## config.mk

```make
export PLATFORM = sky130hd
export DESIGN_NAME = cpg_top
export DESIGN_NICKNAME = d
export VERILOG_FILES = /design/src/verilog/cpg_pkg.sv /design/src/verilog/cpg_div_if.sv /design/src/verilog/cpg_div.sv /design/src/verilog/cpg_top.sv
export SDC_FILE = /design/constraint.sdc
export NUM_CORES = 1
export LEC_CHECK = 0
export ABC_AREA = 0
export ABC_CLOCK_PERIOD_IN_PS = 5200
export BUFFER_PORTS_ARGS = -buffer_cell sky130_fd_sc_hd__buf_2
export CAP_MARGIN = 0
export CELL_PAD_IN_SITES_DETAIL_PLACEMENT = 0
export CELL_PAD_IN_SITES_GLOBAL_PLACEMENT = 2
export CORE_ASPECT_RATIO = 0.9
export CORE_MARGIN = 2
export CORE_UTILIZATION = 33
export CTS_CLUSTER_DIAMETER = 60
export CTS_CLUSTER_SIZE = 40
export DETAILED_ROUTE_END_ITERATION = 12
export MAX_ROUTING_LAYER = met4
export PLACE_DENSITY = 0.94
export SYNTH_ARGS = -nofsm -noshare
export SYNTH_HDL_FRONTEND = slang
export SYNTH_SLANG_ARGS = --single-unit
```

## constraint.sdc

```tcl
create_clock -name CORE_CLK_I -period 5.2 [get_ports CORE_CLK_I]
set_input_delay 1.04 -clock CORE_CLK_I [delete_from_list [all_inputs] [get_ports CORE_CLK_I]]
set_output_delay 1.04 -clock CORE_CLK_I [all_outputs]
set_load 0.005 [all_outputs]
```

## src/verilog/cpg_pkg.sv

```systemverilog
package cpg_pkg;
	// register byte offsets
	localparam logic [11:0] SYS_CLK_CTL_OFS = 12'h000;
	localparam logic [11:0] LOW_PWR_CTL_OFS = 12'h004;
	localparam logic [11:0] STBY_CTL_OFS = 12'h008;
	localparam logic [11:0] STATUS_OFS = 12'h00C;
	localparam int APB_AW = 12;
	localparam int APB_DW = 32;

	// system_clock_control fields
	localparam int SCC_PHI_OFF_BIT = 7;
	localparam int SCC_SWITCH_MODE_BIT = 3;
	localparam int SCC_BUS_SEL_LSB = 0;
	localparam logic [7:0] SCC_WR_MASK = 8'h8F;
	localparam logic [7:0] SCC_RESET = 8'h00;

	// low_power_control fields
	localparam int LPC_FACTOR_LSB = 0;
	localparam logic [7:0] LPC_WR_MASK = 8'h0F;
	localparam logic [7:0] LPC_RESET = 8'h00;

	// standby_control fields
	localparam int SBC_ON_SLEEP_BIT = 7;
	localparam int SBC_WAIT_SEL_LSB = 4;
	localparam logic [7:0] SBC_WR_MASK = 8'hF0;
	localparam logic [7:0] SBC_RESET = 8'h00;

	// status fields
	localparam int STA_FACTOR_LSB = 0;
	localparam int STA_PLL_RUN_BIT = 4;
	localparam int STA_MODE_LSB = 8;

	// mode vector bit positions
	localparam int MODE_HIGH = 0;
	localparam int MODE_MEDIUM = 1;
	localparam int MODE_SLEEP = 2;
	localparam int MODE_MSTOP = 3;
	localparam int MODE_SW_STBY = 4;
	localparam int MODE_HW_STBY = 5;
	localparam int MODE_W = 6;

	localparam logic [1:0] FACTOR_X1 = 2'h0;
	localparam logic [1:0] FACTOR_X2 = 2'h1;
	localparam logic [1:0] FACTOR_X4 = 2'h2;
	localparam int DIV_STAGES = 5;

	// timing: clock period and stabilization wait unit
	localparam int CLK_PERIOD_NS = 4;
	localparam int WAIT_UNIT_NS = 32768;
	localparam int WAIT_UNIT_CYC = (WAIT_UNIT_NS + CLK_PERIOD_NS - 1) / CLK_PERIOD_NS;

	typedef enum logic [4:0] {
		ST_RUN = 5'h01,
		ST_SLEEP = 5'h02,
		ST_STBY = 5'h04,
		ST_WAIT = 5'h08,
		ST_HWSTBY = 5'h10
	} cpg_state_e;

	// multiplier value; the prohibited code falls back to x1
	function automatic logic [2:0] cpg_mult(input logic [1:0] f);
		case (f)
			FACTOR_X1: cpg_mult = 3'h1;
			FACTOR_X2: cpg_mult = 3'h2;
			FACTOR_X4: cpg_mult = 3'h4;
			default: cpg_mult = 3'h1;
		endcase
	endfunction

	// 0 = full speed, 1..5 = divide by 2..32; prohibited codes run full speed
	function automatic logic [2:0] cpg_div_index(input logic [2:0] sel);
		cpg_div_index = (sel > 3'h5) ? 3'h0 : sel;
	endfunction
endpackage

```

## src/verilog/cpg_div_if.sv

```systemverilog
`timescale 1ns/10ps
interface cpg_div_if;
	logic run;
	logic [2:0] sel;
	logic [4:0] tick;
	logic bus_en;
	modport ctl (output run, output sel, input tick, input bus_en);
	modport div (input run, input sel, output tick, output bus_en);
endinterface

```

## src/verilog/cpg_div.sv

```systemverilog
`timescale 1ns/10ps
module cpg_div
	import cpg_pkg::*;
(
	input wire logic clk_i,
	input wire logic rst_i,
	cpg_div_if.div dif
);
	logic [DIV_STAGES-1:0] cnt_q;
	logic [DIV_STAGES-1:0] tick_q;
	logic [DIV_STAGES-1:0] tick_d;
	logic bus_en_q;
	logic bus_en_d;
	logic [2:0] idx;

	// tick k marks one cycle in 2^(k+1), a clock enable rather than a gated clock
	genvar k;
	generate
		for (k = 0; k < DIV_STAGES; k++) begin : g_stage
			assign tick_d[k] = dif.run & (&cnt_q[k:0]);
		end
	endgenerate

	assign idx = cpg_div_index(dif.sel);
	assign bus_en_d = dif.run & ((idx == 3'h0) ? 1'b1 : tick_d[idx - 3'h1]);

	always_ff @(posedge clk_i) begin
		if (rst_i) begin
			cnt_q <= '0;
			tick_q <= '0;
			bus_en_q <= 1'b0;
		end else begin
			cnt_q <= dif.run ? cnt_q + 5'h01 : cnt_q;
			tick_q <= tick_d;
			bus_en_q <= bus_en_d;
		end
	end

	assign dif.tick = tick_q;
	assign dif.bus_en = bus_en_q;
endmodule

```

## src/verilog/cpg_top.sv

```systemverilog
// Local design decisions: the address map and the APB interface to the registers.
`timescale 1ns/10ps
// What this block does
// - multiply oscillator clock by 1, 2 or 4 per the factor bits
// - factor is x1 after reset
// - switch mode 0: new factor waits for software standby entry
// - deferred mode: transition time counted per standby wait select
// - deferred mode: standby stops the generator and pending factor becomes active
// - on standby exit wait the programmed time, then run at new factor
// - break on sleep: standby, stabilization wait, then break exception
// - switch mode 1: factor takes effect right after the write
// - divider makes phi/2 through phi/32
// - bus master gets full clock or one of five divided clocks
// - high-speed mode after reset
// - six operating modes; all but high-speed are power-down
// - sleep, medium speed and module stop are separate, combinable states
// - sleep enters sleep when standby-on-sleep is 0, standby when 1
// - interrupt ends sleep or standby, back to high or medium speed
// - factor codes 00 x1, 01 x2, 10 x4; 11 not to be written
// - bus select 000 full, 001..101 divided; 11X not to be written
// - wait select sets stabilization wait when interrupt cancels standby
module cpg_top
	import cpg_pkg::*;
#(
	parameter int unsigned WAIT_UNIT_CYCLES = WAIT_UNIT_CYC
) (
	input wire logic CORE_CLK_I,
	input wire logic SYS_RST_I,
	input wire logic PSEL_I,
	input wire logic PENABLE_I,
	input wire logic PWRITE_I,
	input wire logic [cpg_pkg::APB_AW-1:0] PADDR_I,
	input wire logic [cpg_pkg::APB_DW-1:0] PWDATA_I,
	output logic [cpg_pkg::APB_DW-1:0] PRDATA_O,
	output logic PREADY_O,
	output logic PSLVERR_O,
	input wire logic SLEEP_EXEC_I,
	input wire logic PROG_BREAK_I,
	input wire logic MODULE_STOP_I,
	input wire logic WAKE_IRQ_I,
	input wire logic HW_STANDBY_I,
	output logic [1:0] ACTIVE_FACTOR_O,
	output logic [2:0] PLL_MULT_O,
	output logic PLL_RUN_O,
	output logic CPU_RUN_O,
	output logic PHI_OUT_EN_O,
	output logic BREAK_EXC_O,
	output logic [cpg_pkg::DIV_STAGES-1:0] MED_TICK_O,
	output logic BUS_CLK_EN_O,
	output logic [cpg_pkg::MODE_W-1:0] MODE_O
);
	import cpg_pkg::*;

	cpg_state_e state_q;
	cpg_state_e state_d;
	logic [7:0] scc_q;
	logic [7:0] lpc_q;
	logic [7:0] sbc_q;
	logic [1:0] active_q;
	logic [1:0] active_d;
	logic [2:0] mult_q;
	logic [31:0] wait_cnt_q;
	logic [31:0] wait_cnt_d;
	logic brk_pend_q;
	logic brk_pend_d;
	logic brk_exc_q;
	logic [APB_DW-1:0] prdata_q;
	logic [1:0] wake_sync_q;
	logic [1:0] hws_sync_q;

	// pins pass two flops; only the second stage is read
	always_ff @(posedge CORE_CLK_I) begin
		if (SYS_RST_I) begin
			wake_sync_q <= 2'h0;
			hws_sync_q <= 2'h0;
		end else begin
			wake_sync_q <= {wake_sync_q[0], WAKE_IRQ_I};
			hws_sync_q <= {hws_sync_q[0], HW_STANDBY_I};
		end
	end

	wire wake = wake_sync_q[1];
	wire hw_stby = hws_sync_q[1];

	// register bus decode
	wire apb_setup = PSEL_I & ~PENABLE_I;
	wire apb_access = PSEL_I & PENABLE_I;
	wire hit_scc = (PADDR_I == SYS_CLK_CTL_OFS);
	wire hit_lpc = (PADDR_I == LOW_PWR_CTL_OFS);
	wire hit_sbc = (PADDR_I == STBY_CTL_OFS);
	wire hit_sta = (PADDR_I == STATUS_OFS);
	wire hit_any = hit_scc | hit_lpc | hit_sbc | hit_sta;
	wire wr_scc = apb_access & PWRITE_I & hit_scc;
	wire wr_lpc = apb_access & PWRITE_I & hit_lpc;
	wire wr_sbc = apb_access & PWRITE_I & hit_sbc;

	wire switch_now = scc_q[SCC_SWITCH_MODE_BIT];
	wire [2:0] bus_sel = scc_q[SCC_BUS_SEL_LSB +: 3];
	wire on_sleep_stby = sbc_q[SBC_ON_SLEEP_BIT];
	wire [2:0] wait_sel = sbc_q[SBC_WAIT_SEL_LSB +: 3];
	wire [1:0] pending = lpc_q[LPC_FACTOR_LSB +: 2];
	wire medium_sel = (cpg_div_index(bus_sel) != 3'h0);
	wire [31:0] wait_load = 32'(WAIT_UNIT_CYCLES << wait_sel) - 32'h1;

	wire [MODE_W-1:0] mode_vec;
	assign mode_vec[MODE_HIGH] = (state_q == ST_RUN) & ~medium_sel;
	assign mode_vec[MODE_MEDIUM] = ((state_q == ST_RUN) | (state_q == ST_SLEEP)) & medium_sel;
	assign mode_vec[MODE_SLEEP] = (state_q == ST_SLEEP);
	assign mode_vec[MODE_MSTOP] = MODULE_STOP_I & ((state_q == ST_RUN) | (state_q == ST_SLEEP));
	assign mode_vec[MODE_SW_STBY] = (state_q == ST_STBY) | (state_q == ST_WAIT);
	assign mode_vec[MODE_HW_STBY] = (state_q == ST_HWSTBY);

	wire [APB_DW-1:0] sta_word = {18'h0, mode_vec, 3'h0, (state_q != ST_STBY) &
		(state_q != ST_HWSTBY), 2'h0, active_q};
	wire [APB_DW-1:0] rd_mux = hit_scc ? {24'h0, scc_q} :
		hit_lpc ? {24'h0, lpc_q} :
		hit_sbc ? {24'h0, sbc_q} :
		hit_sta ? sta_word : 32'h0;

	always_ff @(posedge CORE_CLK_I) begin
		if (SYS_RST_I) begin
			scc_q <= SCC_RESET;
			lpc_q <= LPC_RESET;
			sbc_q <= SBC_RESET;
			prdata_q <= 32'h0;
		end else begin
			if (wr_scc)
				scc_q <= PWDATA_I[7:0] & SCC_WR_MASK;
			if (wr_lpc)
				lpc_q <= PWDATA_I[7:0] & LPC_WR_MASK;
			if (wr_sbc)
				sbc_q <= PWDATA_I[7:0] & SBC_WR_MASK;
			// read data is latched in the setup phase so it is a flop output
			if (apb_setup)
				prdata_q <= rd_mux;
		end
	end

	assign PREADY_O = 1'b1;
	assign PSLVERR_O = apb_access & ~hit_any;
	assign PRDATA_O = prdata_q;

	// power-mode sequencer
	wire enter_stby = SLEEP_EXEC_I & (on_sleep_stby | PROG_BREAK_I);
	wire wait_done = (wait_cnt_q == 32'h0);

	always_comb begin
		state_d = state_q;
		wait_cnt_d = wait_cnt_q;
		brk_pend_d = brk_pend_q;
		case (state_q)
			ST_RUN: begin
				if (enter_stby) begin
					state_d = ST_STBY;
					brk_pend_d = PROG_BREAK_I;
				end else if (SLEEP_EXEC_I) begin
					state_d = ST_SLEEP;
				end
			end
			ST_SLEEP: begin
				if (wake)
					state_d = ST_RUN;
			end
			ST_STBY: begin
				// a break exits on its own; otherwise an interrupt cancels standby
				if (wake | brk_pend_q) begin
					state_d = ST_WAIT;
					wait_cnt_d = wait_load;
				end
			end
			ST_WAIT: begin
				if (wait_done) begin
					state_d = ST_RUN;
					brk_pend_d = 1'b0;
				end else begin
					wait_cnt_d = wait_cnt_q - 32'h1;
				end
			end
			ST_HWSTBY: begin
				if (!hw_stby) begin
					state_d = ST_WAIT;
					wait_cnt_d = wait_load;
				end
			end
			default: state_d = ST_RUN;
		endcase
		if (hw_stby)
			state_d = ST_HWSTBY;
	end

	// immediate mode follows the write; deferred mode only on standby entry
	assign active_d = (wr_lpc & switch_now) ? PWDATA_I[LPC_FACTOR_LSB +: 2] :
		((state_q == ST_RUN) & enter_stby) ? pending : active_q;

	always_ff @(posedge CORE_CLK_I) begin
		if (SYS_RST_I) begin
			state_q <= ST_RUN;
			wait_cnt_q <= 32'h0;
			brk_pend_q <= 1'b0;
			brk_exc_q <= 1'b0;
			active_q <= FACTOR_X1;
			mult_q <= 3'h1;
		end else begin
			state_q <= state_d;
			wait_cnt_q <= wait_cnt_d;
			brk_pend_q <= brk_pend_d;
			brk_exc_q <= (state_q == ST_WAIT) & wait_done & brk_pend_q & ~hw_stby;
			active_q <= active_d;
			mult_q <= cpg_mult(active_d);
		end
	end

	cpg_div_if dif ();
	assign dif.run = (state_q == ST_RUN) | (state_q == ST_SLEEP);
	assign dif.sel = bus_sel;

	cpg_div u_div (
		.clk_i(CORE_CLK_I),
		.rst_i(SYS_RST_I),
		.dif(dif)
	);

	assign ACTIVE_FACTOR_O = active_q;
	assign PLL_MULT_O = mult_q;
	assign PLL_RUN_O = (state_q != ST_STBY) & (state_q != ST_HWSTBY);
	assign CPU_RUN_O = (state_q == ST_RUN);
	assign PHI_OUT_EN_O = ~scc_q[SCC_PHI_OFF_BIT] & ((state_q == ST_RUN) | (state_q == ST_SLEEP));
	assign BREAK_EXC_O = brk_exc_q;
	assign MED_TICK_O = dif.tick;
	assign BUS_CLK_EN_O = dif.bus_en;
	assign MODE_O = mode_vec;
endmodule

```

==> metrics.md, run 1 <==
| Metric | Value |
|---|---|
| Status | finished clean |
| Post-CTS sizing | 0 |
| RSZ-0062 raised after global routing | no |
| Final Slew Violations | 0 |
| Worst path required time | 4.16 ns |
| DR WL/cell | 15.2 um |
| Mean Syn Cell Area | 7.98 sq um |
| Worst setup EP type | output pin |
| Die footprint | 14900 sq um |
| Synthesis-stage register bit count | 86 |
| RePlAce Congestion | 0.837 |
| Clk Latency, worst-skew pair | 0.36 ns |
| CTS H-tree lvls | 3 |
| Final Hold Fails | 0 |
| DP HPWL | 8440 um |
| Sum of negative setup slack | 0 ns |
| Root buffer cell | clkbuf_16 |
| Via density | 5.33 |
| Max-slew headroom | 0.272 |
| Largest cells by area after synthesis | dfxtp_1, nor2_1, a21oi_1 |
| WP buf/inv | 3 |
| DR vias | 4219 |
| Max Fclk | 285 MHz |
| Hold WC Path Type | flop to flop |
| Hold path cells | 1 |
| # DRC | 0 |
| Largest net degree at the start of global routing | 51 |
| Primary FF master, synth | dfxtp_1 |
| Seq/Total Area, Yosys | 0.375 |
| Initial Util | 0.341 |
| Number of fillers in the final layout | 1378 |
| Peak fanout along the critical path | 14 |
| Slew @ Worst Pin | 1.08 ns |
| Area growth from synthesis to layout | 15.2% |
| Antenna viol nets, final | 0 |
| Yosys top cell area share | 0.375 |
| Nets | 680 |
| Share of cells above drive strength 1 | 0.159 |
| Crit-path leading delay family | simple AND/OR/NAND/NOR gates |
| Number of synthesized flops with an enable pin | 0 |
| Max-cap viol count | 0 |
| CTS max path bufs | 2 |
| Global Route Usage Sum | 0.170 |
| Max VDD drop | 0.196 mV |
| WP depth | 7 |
| CTS tree | built |
| Initial DRC Count | 368 |
| Clk_skew | 0.00907 ns |
| Total congestion overflow | 0 |
| Die width | 128 um |
| Power density over the cells | 305 nW/um^2 |
| Critical path arrival | 2.46 ns |
| Static leakage | 2.15 nW |
| Clock buffer count from CTS | 9 |
| R2R cell count | 7 |
| Buffers added on ports | 65 |
| Multi-input gate area | 2620 sq um |
| Hold_buf cts | 0 |
| Crit path kind | flop to output pin |
| Mapped cell area | 4600 sq um |
| CTS clk-pin slew, worst paths | 0.06 ns |
| Crit path cell chain | or3_1 -> or3b_2 -> inv_1 -> nor2_1 -> buf_4 -> nor2_1 -> buf_2 |
| Crit-path max cell delay | 0.51 ns |
| Crit share post-route | 0.674 |
| Critical Path Start Type | flop |
| Final Core Density | 0.393 |
| Async S/R FF share, synth | 0 |
| WHS | 0.446 ns |
| Vias in the first global route | 3817 |
| Final Setup Violations | 0 |
| I/O Pins | 109 |
| Initial antenna violation count | 0 |
| Cell count after synthesis | 576 |
| FP Rows | 40 |
| First-pass GRT wire length | 19300 um |
| Synth unique cells | 64 |
| Buffers inserted by post-CTS timing repair | 0 |
| Core Area | 13500 sq um |
| Most used cell, CP | nor2_1 |
| Clock Sinks | 86 |
| DIE HEIGHT | 116 um |
| Cell taking the most area after synthesis | dfxtp_1 |
| Ys Warns | 0 |
| DR pass1 iterations | 5 |
| Crit-path slowest cell | or3b_2 |
| Period minus WS final | 3.50 ns |
| Routed WL | 12000 um |
| FF/Latch Area | 1720 sq um |
| Diodes inserted | 0 |
area by class of cell:
cell class                      count  area share
Inverter                           11     0.00780
Clock inverter                      6      0.0172
Clock buffer                       10      0.0451
Multi-Input combinational cell    441       0.494
Tap cell                          168      0.0397
Sequential cell                    86       0.325
Timing Repair Buffer               70      0.0709
metrics by stage:
stage | area, sq um | worst slack, ns | std cells | total power, W
detailed placement | 4970 | 1.56 | 776 | 0.000904
CTS | 5300 | 1.69 | 792 | 0.00162
global placement | 4970 | 1.57 | 776 | 0.000899
finish | 5300 | 1.70 | 792 | 0.00161
floorplan | 4660 | 2.14 | 593 | 0.000849
global route | 5300 | 1.58 | 792 | 0.00168
worst register-to-register path, stage by stage (launching register included):
cell and delay, ns:
dfxtp_1 0.46, or4b_4 0.56, or2_0 0.22, buf_4 0.24, nor4_1 0.84, nand2b_1 0.46, o21ai_0 0.15, nor2b_1 0.15
Yosys cell counts (7+ instances only):
| cell | number |
|---|---|
| a21oi_1 | 45 |
| and2_1 | 7 |
| buf_4 | 20 |
| clkbuf_1 | 31 |
| dfxtp_1 | 86 |
| ha_1 | 7 |
| inv_1 | 11 |
| mux2i_1 | 22 |
| nand2_1 | 47 |
| nand3_1 | 14 |
| nand4_1 | 7 |
| nor2_1 | 88 |
| nor2b_1 | 12 |
| nor3_1 | 20 |
| nor4_1 | 16 |
| o21ai_0 | 18 |
| or3_1 | 8 |
| xnor2_1 | 7 |
| xor2_1 | 10 |
sequential cells by signal (all words and copies together), names as in the netlist:
name and count:
ACTIVE_FACTOR_O 2, u_div.dif.bus_en 1, brk_pend_q 1, lpc_q 4, PRDATA_O 14, hws_sync_q 2
scc_q 5, u_div.dif.tick 5, BREAK_EXC_O 1, sbc_q 4, PLL_MULT_O 3, wait_cnt_q 32
state_q 5, u_div.cnt_q 5, wake_sync_q 2
where the power goes:
part	switching (W)	total [W]	internal (W)	leakage (nW)
Sequential	0.0000198	0.000697	0.000677	0.696
Clock	0.000285	0.000723	0.000437	0.163
Combinational	0.000127	0.000194	0.0000672	1.29
Total	0.000432	0.00161	0.00118	2.15
cell usage in the layout (no fill, tap or decap), types with 12 or more instances in the layout:
master | netlist | routed
conb_1 | 2 | 19
nor4_1 | 16 | 16
o21ai_0 | 18 | 18
buf_2 | 1 | 65
nor2b_1 | 12 | 12
mux2i_1 | 22 | 22
dfxtp_1 | 86 | 86
nand3_1 | 14 | 14
a21oi_1 | 45 | 45
nand2_1 | 47 | 47
nor2_1 | 88 | 87
nor3_1 | 20 | 20
final timing paths:
check	from	endpoint	slack (ns)
worst max-delay path	state_q[2]	PHI_OUT_EN_O	1.70
worst min-delay path	hws_sync_q[0]	hws_sync_q[1]	0.45
worst max register to register	state_q[3]	wait_cnt_q[0]	2.01
worst min register to register	hws_sync_q[0]	hws_sync_q[1]	0.45
routing by layer:
metal  GRT usage  wire [um]
met1       0.233       6210
met2       0.246       5130
met3      0.0291        481
met4      0.0718        204
met5           -          0
cell families (layout without fill, tap and decap cells):
| logic type | Yosys count | after routing | synth area share |
|---|---|---|---|
| simple gates | 255 | 255 | 0.281 |
| compound gates | 117 | 117 | 0.164 |
| flops | 86 | 86 | 0.375 |
| buf+inv | 66 | 97 | 0.0705 |
| mux | 26 | 26 | 0.0577 |
| xor+xnor | 17 | 17 | 0.0324 |
| fa+ha+maj | 7 | 7 | 0.0191 |
| other cells | 2 | 19 | 0.00163 |
No activity file was read; power rests on OpenSTA's default activity.
==> run 2, diff against run 1 <==
Settings changed: ABC_AREA 0 to 1, ABC_CLOCK_PERIOD_IN_PS 5200 to 3640, CORE_UTILIZATION 33 to 29, PLACE_DENSITY 0.94 to 0.89.
Clock period 5.2 ns to 3.64 ns, I/O delays scaled along.
==> run 2 against run 1 <==
Net effect: die area increased by 19%; flip-flop and latch count unchanged; hold slack got worse by 0.040 ns; synthesized area increased by 5.2%; via count increased by 8.1%; worst setup slack got worse by 0.74 ns; largest cell class unchanged; core utilization decreased by 5.1 points; cell count increased by 26%.
==> metrics.md, run 2 <==
| Metric | Value |
|---|---|
| Largest cells by area after synthesis | dfxtp_1, nand2_1, nor2_1 |
| R2r startpoint | state_q[3] |
| Cell count after synthesis | 728 |
| Number of synthesized flops with an enable pin | 0 |
| Clock Sinks | 86 |
| RePlAce Congestion | 0.787 |
| Global Route Usage Sum | 0.155 |
| DR WL/cell | 12.9 um |
| WHS Endpoint | wake_sync_q[1] |
| Hold WC Path Type | flop to flop |
| Hold_buf cts | 0 |
| FP Rows | 44 |
| Yosys top cell area share | 0.356 |
| Clk Latency, worst-skew pair | 0.35 ns |
| Clock buffer count from CTS | 9 |
| DP HPWL | 9550 um |
| Slew @ Worst Pin | 0.662 ns |
| Crit-path slowest cell | dfxtp_1 |
| Area growth from synthesis to layout | 15.0% |
| Largest net degree at the start of global routing | 31 |
| Die footprint | 17700 sq um |
| DIE HEIGHT | 127 um |
| Worst setup EP type | output pin |
| Via density | 4.56 |
| Post-route cell area | 5560 sq um |
| Max-cap viol count | 0 |
| DR vias | 4559 |
| Primary FF master, synth | dfxtp_1 |
| Hold path cells | 2 |
| Post-CTS sizing | 0 |
| Root buffer cell | clkbuf_16 |
| Sum of negative setup slack | 0 ns |
| Mapped cell area | 4840 sq um |
| Mean Syn Cell Area | 6.64 sq um |
| Total congestion overflow | 0 |
| Status | finished clean |
| Core Area | 16200 sq um |
| I/O Pins | 109 |
| First-pass GRT wire length | 21200 um |
| WP depth | 6 |
| Seq/Total Area, Yosys | 0.356 |
| Peak fanout along the critical path | 11 |
| Crit path cell chain | inv_2 -> nand4_1 -> nand2_1 -> inv_1 -> nor2_1 -> buf_2 |
| Total power | 0.00229 W |
| Vias in the first global route | 4155 |
| Top cells by count, synth | nand2_1, nor2_1, inv_1, dfxtp_1, o21ai_0 |
| Buffers added on ports | 65 |
| HP Start | wake_sync_q[0] |
| Commonest non-fill, non-tap cell in the layout | nand2_1 |
| Power density over the cells | 413 nW/um^2 |
| Final Setup Violations | 0 |
| Ys Warns | 0 |
| Max VDD drop | 0.225 mV |
| Final Slew Violations | 0 |
| Crit path kind | flop to output pin |
| Initial DRC Count | 284 |
| Nets | 851 |
| Initial antenna violation count | 0 |
| Critical path arrival | 1.95 ns |
| Diodes inserted | 0 |
| Async S/R FF share, synth | 0 |
| CTS max path bufs | 2 |
| CTS clk-pin slew, worst paths | 0.06 ns |
| Period minus WS final | 2.68 ns |
| Share of cells above drive strength 1 | 0.164 |
| Worst path required time | 2.91 ns |
| WP buf/inv | 3 |
| Routed WL | 12900 um |
| Crit-path leading delay family | simple AND/OR/NAND/NOR gates |
| Most common cell in the netlist | nand2_1 |
| Final Hold Fails | 0 |
| Synthesis-stage register bit count | 86 |
| Clk_skew | 0.00762 ns |
| Synth unique cells | 41 |
| R2r endpoint | wait_cnt_q[21] |
| Initial Util | 0.298 |
| Crit share post-route | 0.737 |
| Dpl cell area | 5280 sq um |
| Max-slew headroom | 0.555 |
| Register with the most flip-flops | wait_cnt_q |
| RSZ-0062 raised after global routing | no |
| Max Fclk | 373 MHz |
| Setup crit start | state_q[4] |
| Critical Path Start Type | flop |
| Largest register FFs | 32 |
| Crit-path max cell delay | 0.34 ns |
| Antenna viol nets, final | 0 |
| Static leakage | 2.58 nW |
| Reg2reg setup slack | 1.33 ns |
| Most frequent cells in the layout | nand2_1, nor2_1, inv_1, dfxtp_1, buf_2 |
| DR pass1 iterations | 7 |
| Die width | 140 um |
| Cell taking the most area after synthesis | dfxtp_1 |
| # DRC | 0 |
| CTS H-tree lvls | 3 |
| CTS tree | built |
| R2R cell count | 12 |
| Buffers inserted by post-CTS timing repair | 0 |
==> run 2: stage by stage <==
step,util,cells,setup WS (ns),hold WS (ns)
floorplan,-,745,1.17,0.388
global placement,0.325,986,0.823,0.395
detailed placement,0.325,986,0.826,0.402
CTS,0.342,1000,0.957,0.410
global route,0.342,1000,0.829,0.420
finish,0.342,1000,0.959,0.406
==> run 2: report_power, final <==
part | switching [W] | internal (W)
Clock | 0.000377 | 0.000523
Sequential | 0.0000409 | 0.000993
Combinational | 0.000241 | 0.000120
==> run 2: worst max path at each step <==
| stage | endpoint | slack (ns) |
|---|---|---|
| global placement | PLL_MULT_O[0] | 0.82 |
| floorplan | PLL_MULT_O[0] | 1.17 |
| detailed placement | PLL_MULT_O[0] | 0.83 |
| global route | MODE_O[3] | 0.83 |
| finish | PHI_OUT_EN_O | 0.96 |
| CTS | MODE_O[1] | 0.96 |
==> run 2: metal layers <==
| layer | up-vias | global-route usage | wire length, um |
|---|---|---|---|
| li1 | 2415 | - | - |
| met4 | 0 | 0.0517 | 165 |
| met5 | - | - | 0 |
| met3 | 11 | 0.0272 | 447 |
| met1 | 2048 | 0.224 | 6970 |
| met2 | 85 | 0.219 | 5290 |
==> run 2: layout make-up <==
cell class | count | area (sq um)
fillers | 1787 | 10700
multi-input cells | 524 | 2560
flip-flops and latches | 86 | 1720
repair buffers | 71 | 370
inverters | 98 | 368
well taps | 207 | 259
clock buffers | 10 | 229
clock inverters | 4 | 50.0
==> run 2: cells by family (layout without fill, tap and decap cells) <==
kind of cell,Yosys count,count (layout),share of synthesized area
and+or+nand+nor,378,378,0.358
buffers and inverters,135,183,0.128
AOI/OAI and AO/OA,115,115,0.130
DFF,86,86,0.356
adders and majority gates,7,7,0.0181
xor gates and xnor gates,5,5,0.00906
other,2,19,0.00155
==> run 2: worst reg2reg max path: cells and delay by family, from the launching register on <==
kind / cells / cell delay [ns]
DFF: 1 / 0.36
AOI/OAI and AO/OA: 1 / 0.06
and+or+nand+nor: 8 / 1.17
buffers and inverters: 3 / 0.65
==> run 3, diff against run 2 <==
Settings changed: ABC_CLOCK_PERIOD_IN_PS 3640 to 2200, CORE_UTILIZATION 29 to 26, PLACE_DENSITY 0.89 to 0.85.
Clock period 3.64 ns to 2.2 ns, I/O delays scaled along.
==> run 3 against run 2 <==
Net effect: sequential share of layout area down 1.8 points; non-clock buffer count up 33; largest power group unchanged; count of clock-buffer cells in the layout down 1.
==> metrics.md, run 3 (synthesis results as in run 2) <==
| Metric | Value |
|---|---|
| Worst setup EP type | output pin |
| Die footprint | 19700 sq um |
| Crit share post-route | 0.944 |
| RePlAce Congestion | 0.800 |
| Dpl cell area | 5520 sq um |
| FP Rows | 47 |
| Register with the most flip-flops | wait_cnt_q |
| Hold WC Path Type | input pin to flop |
| Final Slew Violations | 0 |
| Root buffer cell | clkbuf_16 |
| Initial DRC Count | 241 |
| Clock buffer count from CTS | 9 |
| Number of fillers in the final layout | 2085 |
| R2r startpoint | state_q[2] |
| Initial Util | 0.264 |
| Post-route cell area | 5910 sq um |
| Max VDD drop | 0.417 mV |
| Met1 Resource Use GR | 0.210 |
| Global Route Usage Sum | 0.141 |
| Share of cells above drive strength 1 | 0.209 |
| Nets | 884 |
| Die width | 148 um |
| Worst path required time | 1.76 ns |
| Period minus WS final | 2.08 ns |
| CTS tree | built |
| Clk Latency, worst-skew pair | 0.35 ns |
| Via density | 4.35 |
| Antenna viol nets, final | 0 |
| HP Start | WAKE_IRQ_I |
| Max-cap viol count | 0 |
| Sum of negative setup slack | 0 ns |
| DR vias | 4658 |
| CTS clk-pin slew, worst paths | 0.06 ns |
| Static leakage | 2.77 nW |
| Setup crit start | state_q[2] |
| R2R cell count | 9 |
| Initial antenna violation count | 0 |
| Final Core Density | 0.323 |
| FF/Latch Area | 1720 sq um |
| Status | finished clean |
| Core Area | 18300 sq um |
| Max Fclk | 482 MHz |
| Routed WL | 13200 um |
| Peak fanout along the critical path | 7 |
| Area growth from synthesis to layout | 22.1% |
| Crit path kind | flop to output pin |
| GRT Max-Usage Layer | met1 |
| First-pass GRT wire length | 21200 um |
| CTS max path bufs | 2 |
| Clock Sinks | 86 |
| Multi-input gate area | 2580 sq um |
| DR pass1 iterations | 5 |
| Buffers added on ports | 65 |
| Hold_buf cts | 0 |
| GR Util met3 | 0.0318 |
| Critical path arrival | 1.64 ns |
| WHS | 0.291 ns |
| Final Hold Fails | 0 |
| I/O Pins | 109 |
| DP HPWL | 10200 um |
| Power density over the cells | 663 nW/um^2 |
| Largest register FFs | 32 |
| Hold path cells | 3 |
| DIE HEIGHT | 133 um |
| Largest net degree at the start of global routing | 34 |
| Clk_skew | 0.00437 ns |
| Critical Path Start Type | flop |
| Vias in the first global route | 4039 |
| # DRC | 0 |
| Commonest non-fill, non-tap cell in the layout | nand2_1 |
| Total congestion overflow | 0 |
| GR Util met2 | 0.187 |
| Diodes inserted | 0 |
| Final Setup Violations | 0 |
| CTS H-tree lvls | 3 |
| Most frequent cells in the layout | nand2_1, nor2_1, inv_1, dfxtp_1, buf_2 |
| DR WL/cell | 12.3 um |
run 3: changes by cell type in the layout (fill, tap and decap cells not counted), sizes merged:
cell	change
buf	+33
clkbuf	-1
clkinv	+3
clkinvlp	-2
inv	+1
run 3: worst max-delay path, stage by stage, from the launching register on:
cell and delay, ns:
dfxtp_1 0.35, nor2_2 0.14, nand4_1 0.15, buf_4 0.20
nand2_1 0.09, inv_2 0.09, nor2_1 0.14, buf_2 0.14
run 3: metrics by stage:
step | worst slack (ns) | total power (W) | std cells
after floorplan | 0.0168 | 0.00216 | 745
after global placement | -0.0112 | 0.00239 | 1048
after detailed placement | -0.0181 | 0.00239 | 1048
after CTS | 0.0367 | 0.00392 | 1063
after global routing | -0.00263 | 0.00414 | 1072
final | 0.124 | 0.00392 | 1072
run 3: worst paths after layout:
path,end,slack (ns)
setup / recovery,MODE_O[3],0.12
hold / removal,wake_sync_q[0],0.29
setup reg to reg,PLL_MULT_O[0],0.15
hold reg to reg,hws_sync_q[1],0.44
run 3: metal layers:
metal  routed length (um)  vias to the layer above  part of all wire
met2                 5340                       80              0.40
met4                  157                        0             0.012
li1                     -                     2488                 -
met5                    0                        -                 0
met3                  470                        9             0.036
met1                 7270                     2081              0.55
run 3: final cells by class:
class                      instances  share of cell area
clock buffer                       9              0.0381
clock inverter                     6              0.0106
inverter                          98              0.0623
multi-input combinational        524               0.437
sequential                        86               0.292
tap                              245              0.0519
timing repair buffer             104               0.109
run 3: power breakdown:
group | leakage [nW] | switching (W) | total (W) | internal [W]
sequential | 0.698 | 0.0000681 | 0.00171 | 0.00164
clock | 0.145 | 0.000655 | 0.00153 | 0.000873
combinational | 1.93 | 0.000416 | 0.000676 | 0.000261
total | 2.77 | 0.00114 | 0.00392 | 0.00278
run 3: timing repair:
action | in CTS | in global routing
setup buffers | 0 | 9
setup endpoints to repair | 0 | 23
gates resized for setup | 0 | 8
